### config.mk
export PLATFORM = sky130hd
export DESIGN_NAME = ctmr_top
export DESIGN_NICKNAME = d
export VERILOG_FILES = /design/src/rtl/ctmr_pkg.sv /design/src/rtl/ctmr_pin_if.sv /design/src/rtl/ctmr_tick_div.sv /design/src/rtl/ctmr_pin_out.sv /design/src/rtl/ctmr_top.sv
export VERILOG_INCLUDE_DIRS = /design/src /design/src/rtl
export SDC_FILE = /design/constraint.sdc
export NUM_CORES = 1
export LEC_CHECK = 0
export ABC_AREA = 1
export BUFFER_PORTS_ARGS = -buffer_cell sky130_fd_sc_hd__buf_2
export CAP_MARGIN = 20
export CORE_MARGIN = 2
export CORE_UTILIZATION = 61
export CTS_CLUSTER_SIZE = 28
export DETAILED_ROUTE_END_ITERATION = 6
export HOLD_SLACK_MARGIN = 0.1
export MAX_ROUTING_LAYER = met4
export PLACE_DENSITY = 0.84
export SYNTH_ARGS = -nofsm -noshare
export SYNTH_HDL_FRONTEND = slang
export SYNTH_SLANG_ARGS = --single-unit
### constraint.sdc
create_clock -name mclk -period 2.25 [get_ports mclk]
set_clock_uncertainty 0.05 [all_clocks]
set_input_delay 0.45 -clock mclk [delete_from_list [all_inputs] [get_ports mclk]]
set_output_delay 0.45 -clock mclk [all_outputs]
set_load 0.05 [all_outputs]
### src/rtl/ctmr_map.svh
// Register offsets, field positions, codes and reset values for the compact timer
// Overview of operation
// - Run bit one counts, zero stops timer
// - Run bit rising loads counter with zero
// - Run bit falling holds counter value
// - Run rising restores compare pin initial level
// - First control bits two..zero read zero
// - Mode codes: compare, PWM, timer/counter
// - Timer/counter mode leaves pin undriven
// - Compare A match: none, low, high, toggle
// - PWM pin: inactive, active, waveform
// - Initial level bit sets compare pin start
// - Initial level bit sets PWM active level
// - Invert bit inverts the output pin
// - Swap bit exchanges PWM duty and period
// - Clear source selects A or P clear outside PWM
// - Overflow clear only with P zero
// - Counter readable as two byte registers
// - Compare A held in two bytes
// - Compare P matches counter top byte
// - Low bytes pass through one shared buffer
// - Sixteen bit up counter on timer tick
// - Clear on A outside PWM raises no P flag
`ifndef CTMR_MAP_SVH
`define CTMR_MAP_SVH
`define CTMR_OFF_CTRL0   3'h0
`define CTMR_OFF_CTRL1   3'h1
`define CTMR_OFF_CNT_LO  3'h2
`define CTMR_OFF_CNT_HI  3'h3
`define CTMR_OFF_CMPA_LO 3'h4
`define CTMR_OFF_CMPA_HI 3'h5
`define CTMR_OFF_CMPP    3'h6
`define CTMR_RUN_BIT     3
`define CTMR_INIT_BIT    3
`define CTMR_INV_BIT     2
`define CTMR_SWAP_BIT    1
`define CTMR_CLR_BIT     0
`define CTMR_MODE_CMP    2'h0
`define CTMR_MODE_PWM    2'h2
`define CTMR_MODE_TMR    2'h3
`define CTMR_FUNC_NONE   2'h0
`define CTMR_FUNC_LOW    2'h1
`define CTMR_FUNC_HIGH   2'h2
`define CTMR_FUNC_TOG    2'h3
`define CTMR_RST_BYTE    8'h00
`define CTMR_RST_WORD    16'h0000
`define CTMR_CNT_MAX     16'hffff
`define CTMR_TICK_DIV    1
`endif

### src/rtl/ctmr_pkg.sv
// Shared types for the compact timer
package ctmr_pkg;
  typedef logic [7:0]  ctmr_byte_t;
  typedef logic [15:0] ctmr_word_t;
  typedef logic [1:0]  ctmr_code_t;
endpackage : ctmr_pkg

### src/rtl/ctmr_pin_if.sv
// Link from the timer core to its output pin stage
`timescale 1ns/1ps
interface ctmr_pin_if;
  import ctmr_pkg::*;
  ctmr_code_t mode;
  ctmr_code_t pin_func;
  logic       init_level;
  logic       invert;
  logic       run_rise;
  logic       a_event;
  logic       pwm_active;
  modport core (output mode, pin_func, init_level, invert, run_rise, a_event, pwm_active);
  modport pin  (input  mode, pin_func, init_level, invert, run_rise, a_event, pwm_active);
endinterface : ctmr_pin_if

### src/rtl/ctmr_tick_div.sv
// Timer clock divider giving a one-cycle tick enable
`timescale 1ns/1ps
`include "ctmr_map.svh"
module ctmr_tick_div
  import ctmr_pkg::*;
#(
  parameter int DIV = `CTMR_TICK_DIV
) (
  input  wire logic mclk,
  input  wire logic rst_b,
  input  wire logic run,
  output logic      tick
);
  localparam int W = (DIV > 1) ? $clog2(DIV) : 1;
  logic [W-1:0] div_reg;
  logic [W-1:0] div_next;
  wire          wrap = (div_reg == W'(DIV - 1));
  // Divider held in reset while stopped
  assign div_next = (!run || wrap) ? '0 : div_reg + 1'b1;
  assign tick     = run && wrap;
  always_ff @(posedge mclk) begin
    if (!rst_b) div_reg <= '0;
    else        div_reg <= div_next;
  end
endmodule : ctmr_tick_div

### src/rtl/ctmr_pin_out.sv
// Output pin stage for compare and PWM modes
`timescale 1ns/1ps
`include "ctmr_map.svh"
module ctmr_pin_out
  import ctmr_pkg::*;
(
  input  wire logic mclk,
  input  wire logic rst_b,
  ctmr_pin_if.pin   lk,
  output logic      pin_out,
  output logic      pin_drive_b
);
  logic level_reg;
  logic level_next;
  wire  cmp_mode = (lk.mode == `CTMR_MODE_CMP);
  wire  pwm_mode = (lk.mode == `CTMR_MODE_PWM);
  wire  act_level = (lk.pin_func == `CTMR_FUNC_NONE) ? level_reg :
                    (lk.pin_func == `CTMR_FUNC_LOW)  ? 1'b0 :
                    (lk.pin_func == `CTMR_FUNC_HIGH) ? 1'b1 : ~level_reg;
  assign level_next = lk.run_rise ? lk.init_level :
                      (cmp_mode && lk.a_event) ? act_level : level_reg;
  wire  pwm_raw = (lk.pin_func == `CTMR_FUNC_NONE) ? 1'b0 :
                  (lk.pin_func == `CTMR_FUNC_LOW)  ? 1'b1 :
                  (lk.pin_func == `CTMR_FUNC_HIGH) ? lk.pwm_active : 1'b0;
  wire  pwm_level = lk.init_level ? pwm_raw : ~pwm_raw;
  wire  pin_next = cmp_mode ? (level_next ^ lk.invert) :
                   pwm_mode ? (pwm_level ^ lk.invert) : 1'b0;
  always_ff @(posedge mclk) begin
    if (!rst_b) begin
      level_reg   <= 1'b0;
      pin_out     <= 1'b0;
      pin_drive_b <= 1'b1;
    end else begin
      level_reg   <= level_next;
      pin_out     <= pin_next;
      pin_drive_b <= !(cmp_mode || pwm_mode);
    end
  end
endmodule : ctmr_pin_out

### src/rtl/ctmr_top.sv
// Compact timer core: registers, counter, comparators
`timescale 1ns/1ps
`include "ctmr_map.svh"
module ctmr_top
  import ctmr_pkg::*;
#(
  parameter int TICK_DIV = `CTMR_TICK_DIV
) (
  input  wire logic       mclk,
  input  wire logic       rst_b,
  input  wire logic [2:0] addr,
  input  wire logic [7:0] wdata,
  input  wire logic       wr_en,
  input  wire logic       rd_en,
  output logic      [7:0] rdata,
  output logic            timer_output_pin,
  output logic            timer_output_drive_b,
  output logic            compare_a_flag,
  output logic            compare_p_flag
);
  // Register state
  logic       run_enable_reg;
  ctmr_byte_t ctrl1_reg;
  ctmr_word_t count_reg;
  ctmr_word_t count_next;
  ctmr_word_t compare_a_reg;
  ctmr_word_t compare_a_next;
  ctmr_byte_t compare_p_reg;
  ctmr_byte_t low_buf_reg;
  ctmr_byte_t low_buf_next;
  ctmr_byte_t rdata_next;
  logic       tick;

  // Address decode
  wire wr_ctrl0   = wr_en && (addr == `CTMR_OFF_CTRL0);
  wire wr_ctrl1   = wr_en && (addr == `CTMR_OFF_CTRL1);
  wire wr_cmpa_lo = wr_en && (addr == `CTMR_OFF_CMPA_LO);
  wire wr_cmpa_hi = wr_en && (addr == `CTMR_OFF_CMPA_HI);
  wire wr_cmpp    = wr_en && (addr == `CTMR_OFF_CMPP);
  wire rd_cnt_hi  = rd_en && (addr == `CTMR_OFF_CNT_HI);
  wire rd_cmpa_hi = rd_en && (addr == `CTMR_OFF_CMPA_HI);

  // Control fields
  // mode decode
  wire [1:0] operating_mode_field = ctrl1_reg[7:6];
  wire [1:0] pin_function_field   = ctrl1_reg[5:4];
  wire       output_initial_level = ctrl1_reg[`CTMR_INIT_BIT];
  wire       output_invert        = ctrl1_reg[`CTMR_INV_BIT];
  wire       duty_period_swap     = ctrl1_reg[`CTMR_SWAP_BIT];
  wire       clear_source_select  = ctrl1_reg[`CTMR_CLR_BIT];
  wire       pwm_mode             = (operating_mode_field == `CTMR_MODE_PWM);
  wire       cmp_mode             = (operating_mode_field == `CTMR_MODE_CMP);
  wire       tmr_mode             = (operating_mode_field == `CTMR_MODE_TMR);

  // rising edge of the run bit
  wire run_rise = wr_ctrl0 && wdata[`CTMR_RUN_BIT] && !run_enable_reg;

  ctmr_tick_div #(
    .DIV   (TICK_DIV)
  ) u_tick (
    .mclk  (mclk),
    .rst_b (rst_b),
    .run   (run_enable_reg),
    .tick  (tick)
  );

  // comparator matches
  // P match on the count about to be reached, so the period is P*256
  wire [15:0] count_inc = count_reg + 16'h0001;
  wire a_equal  = (count_reg == compare_a_reg);
  wire p_equal  = (count_inc == {compare_p_reg, 8'h00});
  wire p_zero   = (compare_p_reg == 8'h00);
  wire a_zero   = (compare_a_reg == `CTMR_RST_WORD);
  wire a_hit    = tick && a_equal && !a_zero;
  wire p_hit    = tick && p_equal && !p_zero;

  wire clear_by_a = pwm_mode ? duty_period_swap : clear_source_select;
  wire clr_now    = clear_by_a ? a_hit : p_hit;

  // with P zero the counter wraps at its maximum
  wire overflow = tick && (count_reg == `CTMR_CNT_MAX) && p_zero;

  assign count_next = run_rise ? `CTMR_RST_WORD :
                      clr_now  ? `CTMR_RST_WORD :
                      tick     ? count_reg + 16'h0001 : count_reg;

  // no P flag when A clears outside PWM
  wire p_flag_next = p_hit && (pwm_mode || !clear_source_select);

  wire duty_by_a   = (count_reg < compare_a_reg);
  wire duty_by_p   = p_zero || (count_reg[15:8] < compare_p_reg);
  wire pwm_active  = duty_period_swap ? duty_by_p : duty_by_a;

  assign low_buf_next = wr_cmpa_lo ? wdata :
                        rd_cnt_hi  ? count_reg[7:0] :
                        rd_cmpa_hi ? compare_a_reg[7:0] : low_buf_reg;

  assign compare_a_next = wr_cmpa_hi ? {wdata, low_buf_reg} : compare_a_reg;

  assign rdata_next = !rd_en                         ? `CTMR_RST_BYTE :
                      (addr == `CTMR_OFF_CTRL0)    ? {4'h0, run_enable_reg, 3'h0} :
                      (addr == `CTMR_OFF_CTRL1)    ? ctrl1_reg :
                      (addr == `CTMR_OFF_CNT_LO)   ? low_buf_reg :
                      (addr == `CTMR_OFF_CNT_HI)   ? count_reg[15:8] :
                      (addr == `CTMR_OFF_CMPA_LO)  ? low_buf_reg :
                      (addr == `CTMR_OFF_CMPA_HI)  ? compare_a_reg[15:8] :
                      (addr == `CTMR_OFF_CMPP)     ? compare_p_reg : `CTMR_RST_BYTE;

  always_ff @(posedge mclk) begin
    if (!rst_b) begin
      run_enable_reg <= 1'b0;
      ctrl1_reg      <= `CTMR_RST_BYTE;
      compare_p_reg  <= `CTMR_RST_BYTE;
    end else begin
      if (wr_ctrl0) run_enable_reg <= wdata[`CTMR_RUN_BIT];
      if (wr_ctrl1) ctrl1_reg <= wdata;
      if (wr_cmpp) compare_p_reg <= wdata;
    end
  end

  always_ff @(posedge mclk) begin
    if (!rst_b) begin
      count_reg      <= `CTMR_RST_WORD;
      compare_a_reg  <= `CTMR_RST_WORD;
      low_buf_reg    <= `CTMR_RST_BYTE;
      rdata          <= `CTMR_RST_BYTE;
      compare_a_flag <= 1'b0;
      compare_p_flag <= 1'b0;
    end else begin
      count_reg      <= count_next;
      compare_a_reg  <= compare_a_next;
      low_buf_reg    <= low_buf_next;
      rdata          <= rdata_next;
      compare_a_flag <= a_hit;
      compare_p_flag <= p_flag_next;
    end
  end

  // Pin stage link
  ctmr_pin_if pin_lk ();
  assign pin_lk.mode       = operating_mode_field;
  assign pin_lk.pin_func   = pin_function_field;
  assign pin_lk.init_level = output_initial_level;
  assign pin_lk.invert     = output_invert;
  assign pin_lk.run_rise   = run_rise;
  assign pin_lk.a_event    = a_hit;
  assign pin_lk.pwm_active = pwm_active;

  ctmr_pin_out u_pin (
    .mclk        (mclk),
    .rst_b       (rst_b),
    .lk          (pin_lk.pin),
    .pin_out     (timer_output_pin),
    .pin_drive_b (timer_output_drive_b)
  );
endmodule : ctmr_top

Word level (Yosys, flattened, before mapping) --
Index checks and enable logic that the tools add are counted.
Cells by class: add/sub/neg operators 2, multiply operators 0, divide/modulo/power cells 0, magnitude comparators 2, eq/ne operators 11, shifts and indexed selects 0, muxes and demuxes 24, bitwise gates (word level) 7, reduce and logical (&&, ||, !) cells 35
Operator list (count):
- $mux W8 | 9
- $eq A16 B16 Y1 | 2
- $add A16 B1 Y16 const B | 1
- $logic_and A1 B1 Y1 | 16
- $logic_not A16 Y1 | 1
- $lt A16 B16 Y1 | 1
- $mux W1 | 14
- $eq A3 B3 Y1 const B | 3
- $logic_not A8 Y1 | 1
- $lt A8 B8 Y1 | 1
- $eq A3 B2 Y1 const B | 2
- $reduce_or A3 Y1 | 2
- $logic_not A1 Y1 | 5
- $not A1 Y1 | 5
- $eq A2 B2 Y1 const B | 2
- $logic_not A2 Y1 | 2
- $logic_or A1 B1 Y1 | 4
- $mux W4 | 1
- $eq A3 B1 Y1 const B | 1
- $logic_not A3 Y1 | 1
- $reduce_bool A3 Y1 | 1
- $eq A2 B1 Y1 const B | 1
- $reduce_and A2 Y1 | 1
- $reduce_or A2 Y1 | 1
- 2 further kinds | 3
Word-level totals: register bits after elaboration 71, latch bits 0, RAM bits 0, bits in read-only memories 0, input port bits 15, output and inout bits 12, memories 0

Logic depth before layout (Yosys ltp) --
depth after elaboration 11, mapped depth 16

Modules after synthesis --
A second synthesis with hierarchy kept.
Second synthesis, totals: cell total of the unflattened synthesis 622, area, all modules 4231.6 µm²
Modules (own cells, without submodules):
- ctmr_top | times used 1, cells each 590, area an instance 4002.6 µm²
- ctmr_pin_out | times used 1, cells each 28, area an instance 195.2 µm²
- ctmr_tick_div | times used 1, cells each 4, area an instance 33.8 µm²

Worst setup path after synthesis --
No wires, ideal clock.
path kind register to register, start register count_reg[0], end register count_reg[10], library setup time 117 ps, arrival 1775 ps, path slack 308 ps, cell stages (with the launch flop) 16, clock period less this slack 1942 ps, cells stage by stage dfxtp_1 -> ha_1 -> nand2_2 -> nor2_4 -> nand2_4 -> clkinv_2 -> nand2_1 -> nand2_1 -> nand2_1 -> nor3_2 -> nand3_1 -> nor2_1 -> nand3_1 -> nand2_2 -> buf_6 -> nor2_1
On the way: word-level cells in the longest chain between the ends 6, elaborated cells between the ends (all ways) 9
RTL lines:
- from (decl) | RTL line ctmr_top.sv:24 | ctmr_word_t count_reg;
- from (signal assigned) | RTL line ctmr_top.sv:123 | count_reg <= `CTMR_RST_WORD;
- from (signal assigned) | RTL line ctmr_top.sv:130 | count_reg <= count_next;
- $add A16 B1 Y16 | RTL line ctmr_top.sv:69, ctmr_top.sv:85
- $eq A16 B16 Y1 | RTL line ctmr_top.sv:71 | wire p_equal = (count_inc == {compare_p_reg, 8'h00});
- $logic_and A1 B1 Y1 (2 in series) | RTL line ctmr_top.sv:75 | wire p_hit = tick && p_equal && !p_zero;
- $mux W1 | RTL line ctmr_top.sv:78 | wire clr_now = clear_by_a ? a_hit : p_hit;
- $reduce_or A3 Y1 (no line)
Parallel ways exist; a longest one is shown, timed or not. A chain may end at the register's enable or synchronous reset.

Worst setup path in the final report --
start register count_reg[8], end register count_reg[3]
On the way: word-level cells in the longest chain between the ends 6, elaborated cells between the ends (all ways) 9
RTL lines:
- $add A16 B1 Y16 | RTL line ctmr_top.sv:69 | wire [15:0] count_inc = count_reg + 16'h0001;
- $eq A16 B16 Y1 | RTL line ctmr_top.sv:71
- $logic_and A1 B1 Y1 (2 in series) | RTL line ctmr_top.sv:75
- $mux W1 (*) | RTL line ctmr_top.sv:78
- $reduce_or A3 Y1 (no line) (*)
Every way passes the cells marked *; elsewhere a longest branch is shown, timed or not.

==> out/qor.csv <==
stage,metric,value,unit
critical_path,worst-path-buf-inv,3,
yosys,yosys.area_share.simple,0.292,
die,row_count,30,
power_and_ir_drop,leakage,0.00229,uW
route,vias,4456,
yosys,synth_top_family_by_area,simple AND/OR/NAND/NOR gates,
yosys,netlist_instances,634,
yosys,yosysUniqueCellTypes,41,
yosys,syn_avg_cell_area,6.64,um^2
die,die_w,87.1,um
yosys,synth_nets,673,
layout,multi_input_area,0.00248,mm^2
layout,final_cell_count_no_fill,773,
route,first_pass_iters,5,
placement,place_congestion,0.977,
die,die-area,0.00759,mm^2
placement,dp_cells,755,
die,initial_core_util,0.624,
route,ant_nets,0,
critical_path,crit_path_frequent_cell,nand3_1,
cts,cts_root_buffer,clkbuf_8,
cts,cts_tree,done,
power_and_ir_drop,total_power,2690,uW
layout,fillCellCount,582,
global_routing,grt_max_degree,29,
timing,setup_viol,0,
critical_path,cp.required,2.44,ns
power_and_ir_drop,p_per_area,547,mW/mm^2
flow_run,cap_viol_max_count,0,
cts,postCtsHoldBufs,0,
layout,syn_to_final_growth,16.9,%
cts,cts_max_path_buffers,2,
cts,cts_sinks,71,
yosys,synthMuxAreaShare,0,
timing,post-route-period-util,0.945,
yosys,synthAdderAreaFrac,0.0713,
yosys,yosysWarnings,0,
die,io_pins,27,
critical_path,worstPathMaxFanout,8,
power_and_ir_drop,peakVddDrop,0.387,mV
critical_path,crit_type,flip-flop to flip-flop,
timing,setup_ws,0.123,ns
min_path,hp-class,input port to flip-flop,
timing,drv_slew,0,
timing,max_freq,0.470,GHz
route,wl_per_cell,16.1,um
status,status,"complete, no violations",
layout,antenna_cells,0,
yosys,synth_seq_area_share,0.337,
route,vias_per_cell,5.76,
timing,min_period,2.13,ns
placement,pre_cts_ws,0.0192,ns
cts,path_clk_slew,0.08,ns
yosys,synthXorXnorAreaFrac,0.0137,
timing,tns,0,ns
cts,h-tree-depth,3,
route,drc_errors,0,
layout,nets,728,
placement,io_buffers,26,
route,drt-total-wl,12400,um
timing,rsz0062_at_grt,no,
layout,drive_gt1_frac,0.159,
cts,cts_buffers,9,
yosys,synth_area,0.00421,mm^2
timing,hold_violations,0,
critical_path,crit_path_cell_trace,buf_4 > inv_1 > nor3_1 > nand3_2 > nand2_1 > nand3_1 > nand2_1 > nand3_1 > nor2_1 > nand3_1 > nand2_2 > clkbuf_16 > nor2_1,
layout,seq_area,0.00144,mm^2
critical_path,cpMaxStageDelayCell,dfxtp_2,
cts,insertion_delay,0.34,ns
yosys,synth_compound_area_frac,0.195,
placement,hpwl,9640,um
die,die_h,87.1,um
global_routing,antenna_found_initial,0,
critical_path,cp-end-kind,flip-flop,
global_routing,grt_use_total,0.344,
critical_path,cp.arrival,2.31,ns
critical_path,worstSetupStartpointType,flip-flop,
route,drt_iter0_drc,389,
global_routing,grt_overflow,0,
critical_path,critPathTopFamily,simple AND/OR/NAND/NOR gates,
die,coreArea,0.00676,mm^2
critical_path,cpPeakStageDelay,0.40,ns
yosys,synth_seq_cells,71,
global_routing,grt_first_pass_wirelength,19500,um
global_routing,grt_pass1_vias,4052,
==> cell families after synthesis <==
kind of cell	count (synthesis)
XOR/XNOR	5
flip-flops	71
other	1
adder cells (fa/ha/maj)	24
AO/OA/AOI/OAI	148
buffers and inverters	98
AND/OR/NAND/NOR	287
==> routing by layer <==
metal  global-route usage  routed length, um
met3               0.0635                922
met2                0.539               5880
met1                0.462               5410
met4               0.0853                237
met5                    -                  0
==> area by class of cell <==
type,count,share of cell area
Timing Repair Buffer,57,0.0798
Multi-Input combinational cell,465,0.503
Clock inverter,5,0.0117
Inverter,85,0.0651
Sequential cell,71,0.292
Tap cell,80,0.0203
Clock buffer,10,0.0280
==> per-stage QoR <==
| step | util | area, um^2 | hold WS [ns] |
|---|---|---|---|
| floorplan | - | 4210 | 0.405 |
| global placement | 0.682 | 4610 | 0.432 |
| detailed placement | 0.682 | 4610 | 0.431 |
| CTS | 0.711 | 4810 | 0.342 |
| global route | 0.729 | 4920 | 0.371 |
| finish | 0.729 | 4920 | 0.354 |
==> cells in the final DEF, fill, tap and decap left out, types with 2 or more instances in the layout <==
master    count
nand3_2       5
clkbuf_8     10
nand2_4       2
o21a_1        2
o21bai_1      3
nand2_1     154
a22oi_1       6
nor2_2       10
nand3_1      28
dfxtp_1      64
a211oi_1      2
buf_2        26
nand2_2       4
nand3b_1      3
clkinv_2      3
xor2_1        3
a41oi_1       6
dfxtp_4       3
nand4_1       7
o21ai_0      62
nor2_1       62
nor3_1        5
buf_4        29
a21oi_1      53
o22ai_1       8
ha_1         23
dfxtp_2       4
nor2_4        3
inv_1        83
==> power by group <==
group	leakage, uW	internal [uW]	switching (uW)	total (uW)
clock network	0.000103	539	493	1030
registers	0.000580	1290	27.0	1310
logic	0.00161	116	234	350
total	0.00229	1940	754	2690
==> worst register-to-register path: cells and delay by family, from the launching register on <==
family	cells	cell delay, ns
and+or+nand+nor	10	1.17
DFF	1	0.40
buffers and inverters	3	0.40
==> synth_stat cells <==
library cell  number  area, um^2
and2_1             1        6.26
a311oi_1           1        8.76
nor3_1             5        25.0
nand3b_1           3        22.5
nor2_2             6        37.5
buf_1              1        3.75
xnor2_1            1        8.76
conb_1             1        3.75
nand3_1           31         155
nor3_2             1        10.0
buf_6              1        11.3
a22oi_1            6        45.0
nand2_2            2        12.5
o21ai_2            1        8.76
ha_1              24         300
o21a_1             2        15.0
o21bai_1           3        22.5
o21ai_0           62         310
clkbuf_1          10        37.5
a41oi_1            6        52.6
a31oi_1            1        6.26
o22ai_1            8        50.1
inv_2              1        3.75
o21ai_1            1        5.00
o211ai_1           1        7.51
o311ai_0           1        8.76
xor2_1             3        26.3
a21oi_1           53         265
dfxtp_1           71        1420
nand4_1            7        43.8
nor2_1            66         248
nand2_1          157         589
nor2_4             3        33.8
buf_2              1        5.00
nand2_4            1        11.3
clkinv_2           1        5.00
xnor3_1            1        22.5
a211oi_1           2        15.0
inv_1             83         312
or2_2              1        6.26
nand3_2            3        30.0
==> worst paths after layout <==
path                                     start        endpoint  slack (ns)  cells after the start
worst max-delay path              count_reg[8]    count_reg[3]        0.12                     13
worst min-delay path                     rd_en        rdata[3]        0.35                      3
worst min register to register  run_enable_reg  run_enable_reg        0.45                      2
worst max register to register    count_reg[8]    count_reg[3]        0.12                     13
==> what timing repair did <==
action                                  in CTS  in global routing
pin swaps                                    0                 10
gates cloned                                 0                  1
setup buffers                                0                  2
gates resized for setup                      2                 23
endpoints found under the setup margin       3                 17
Power figures use the tool's default switching activity.
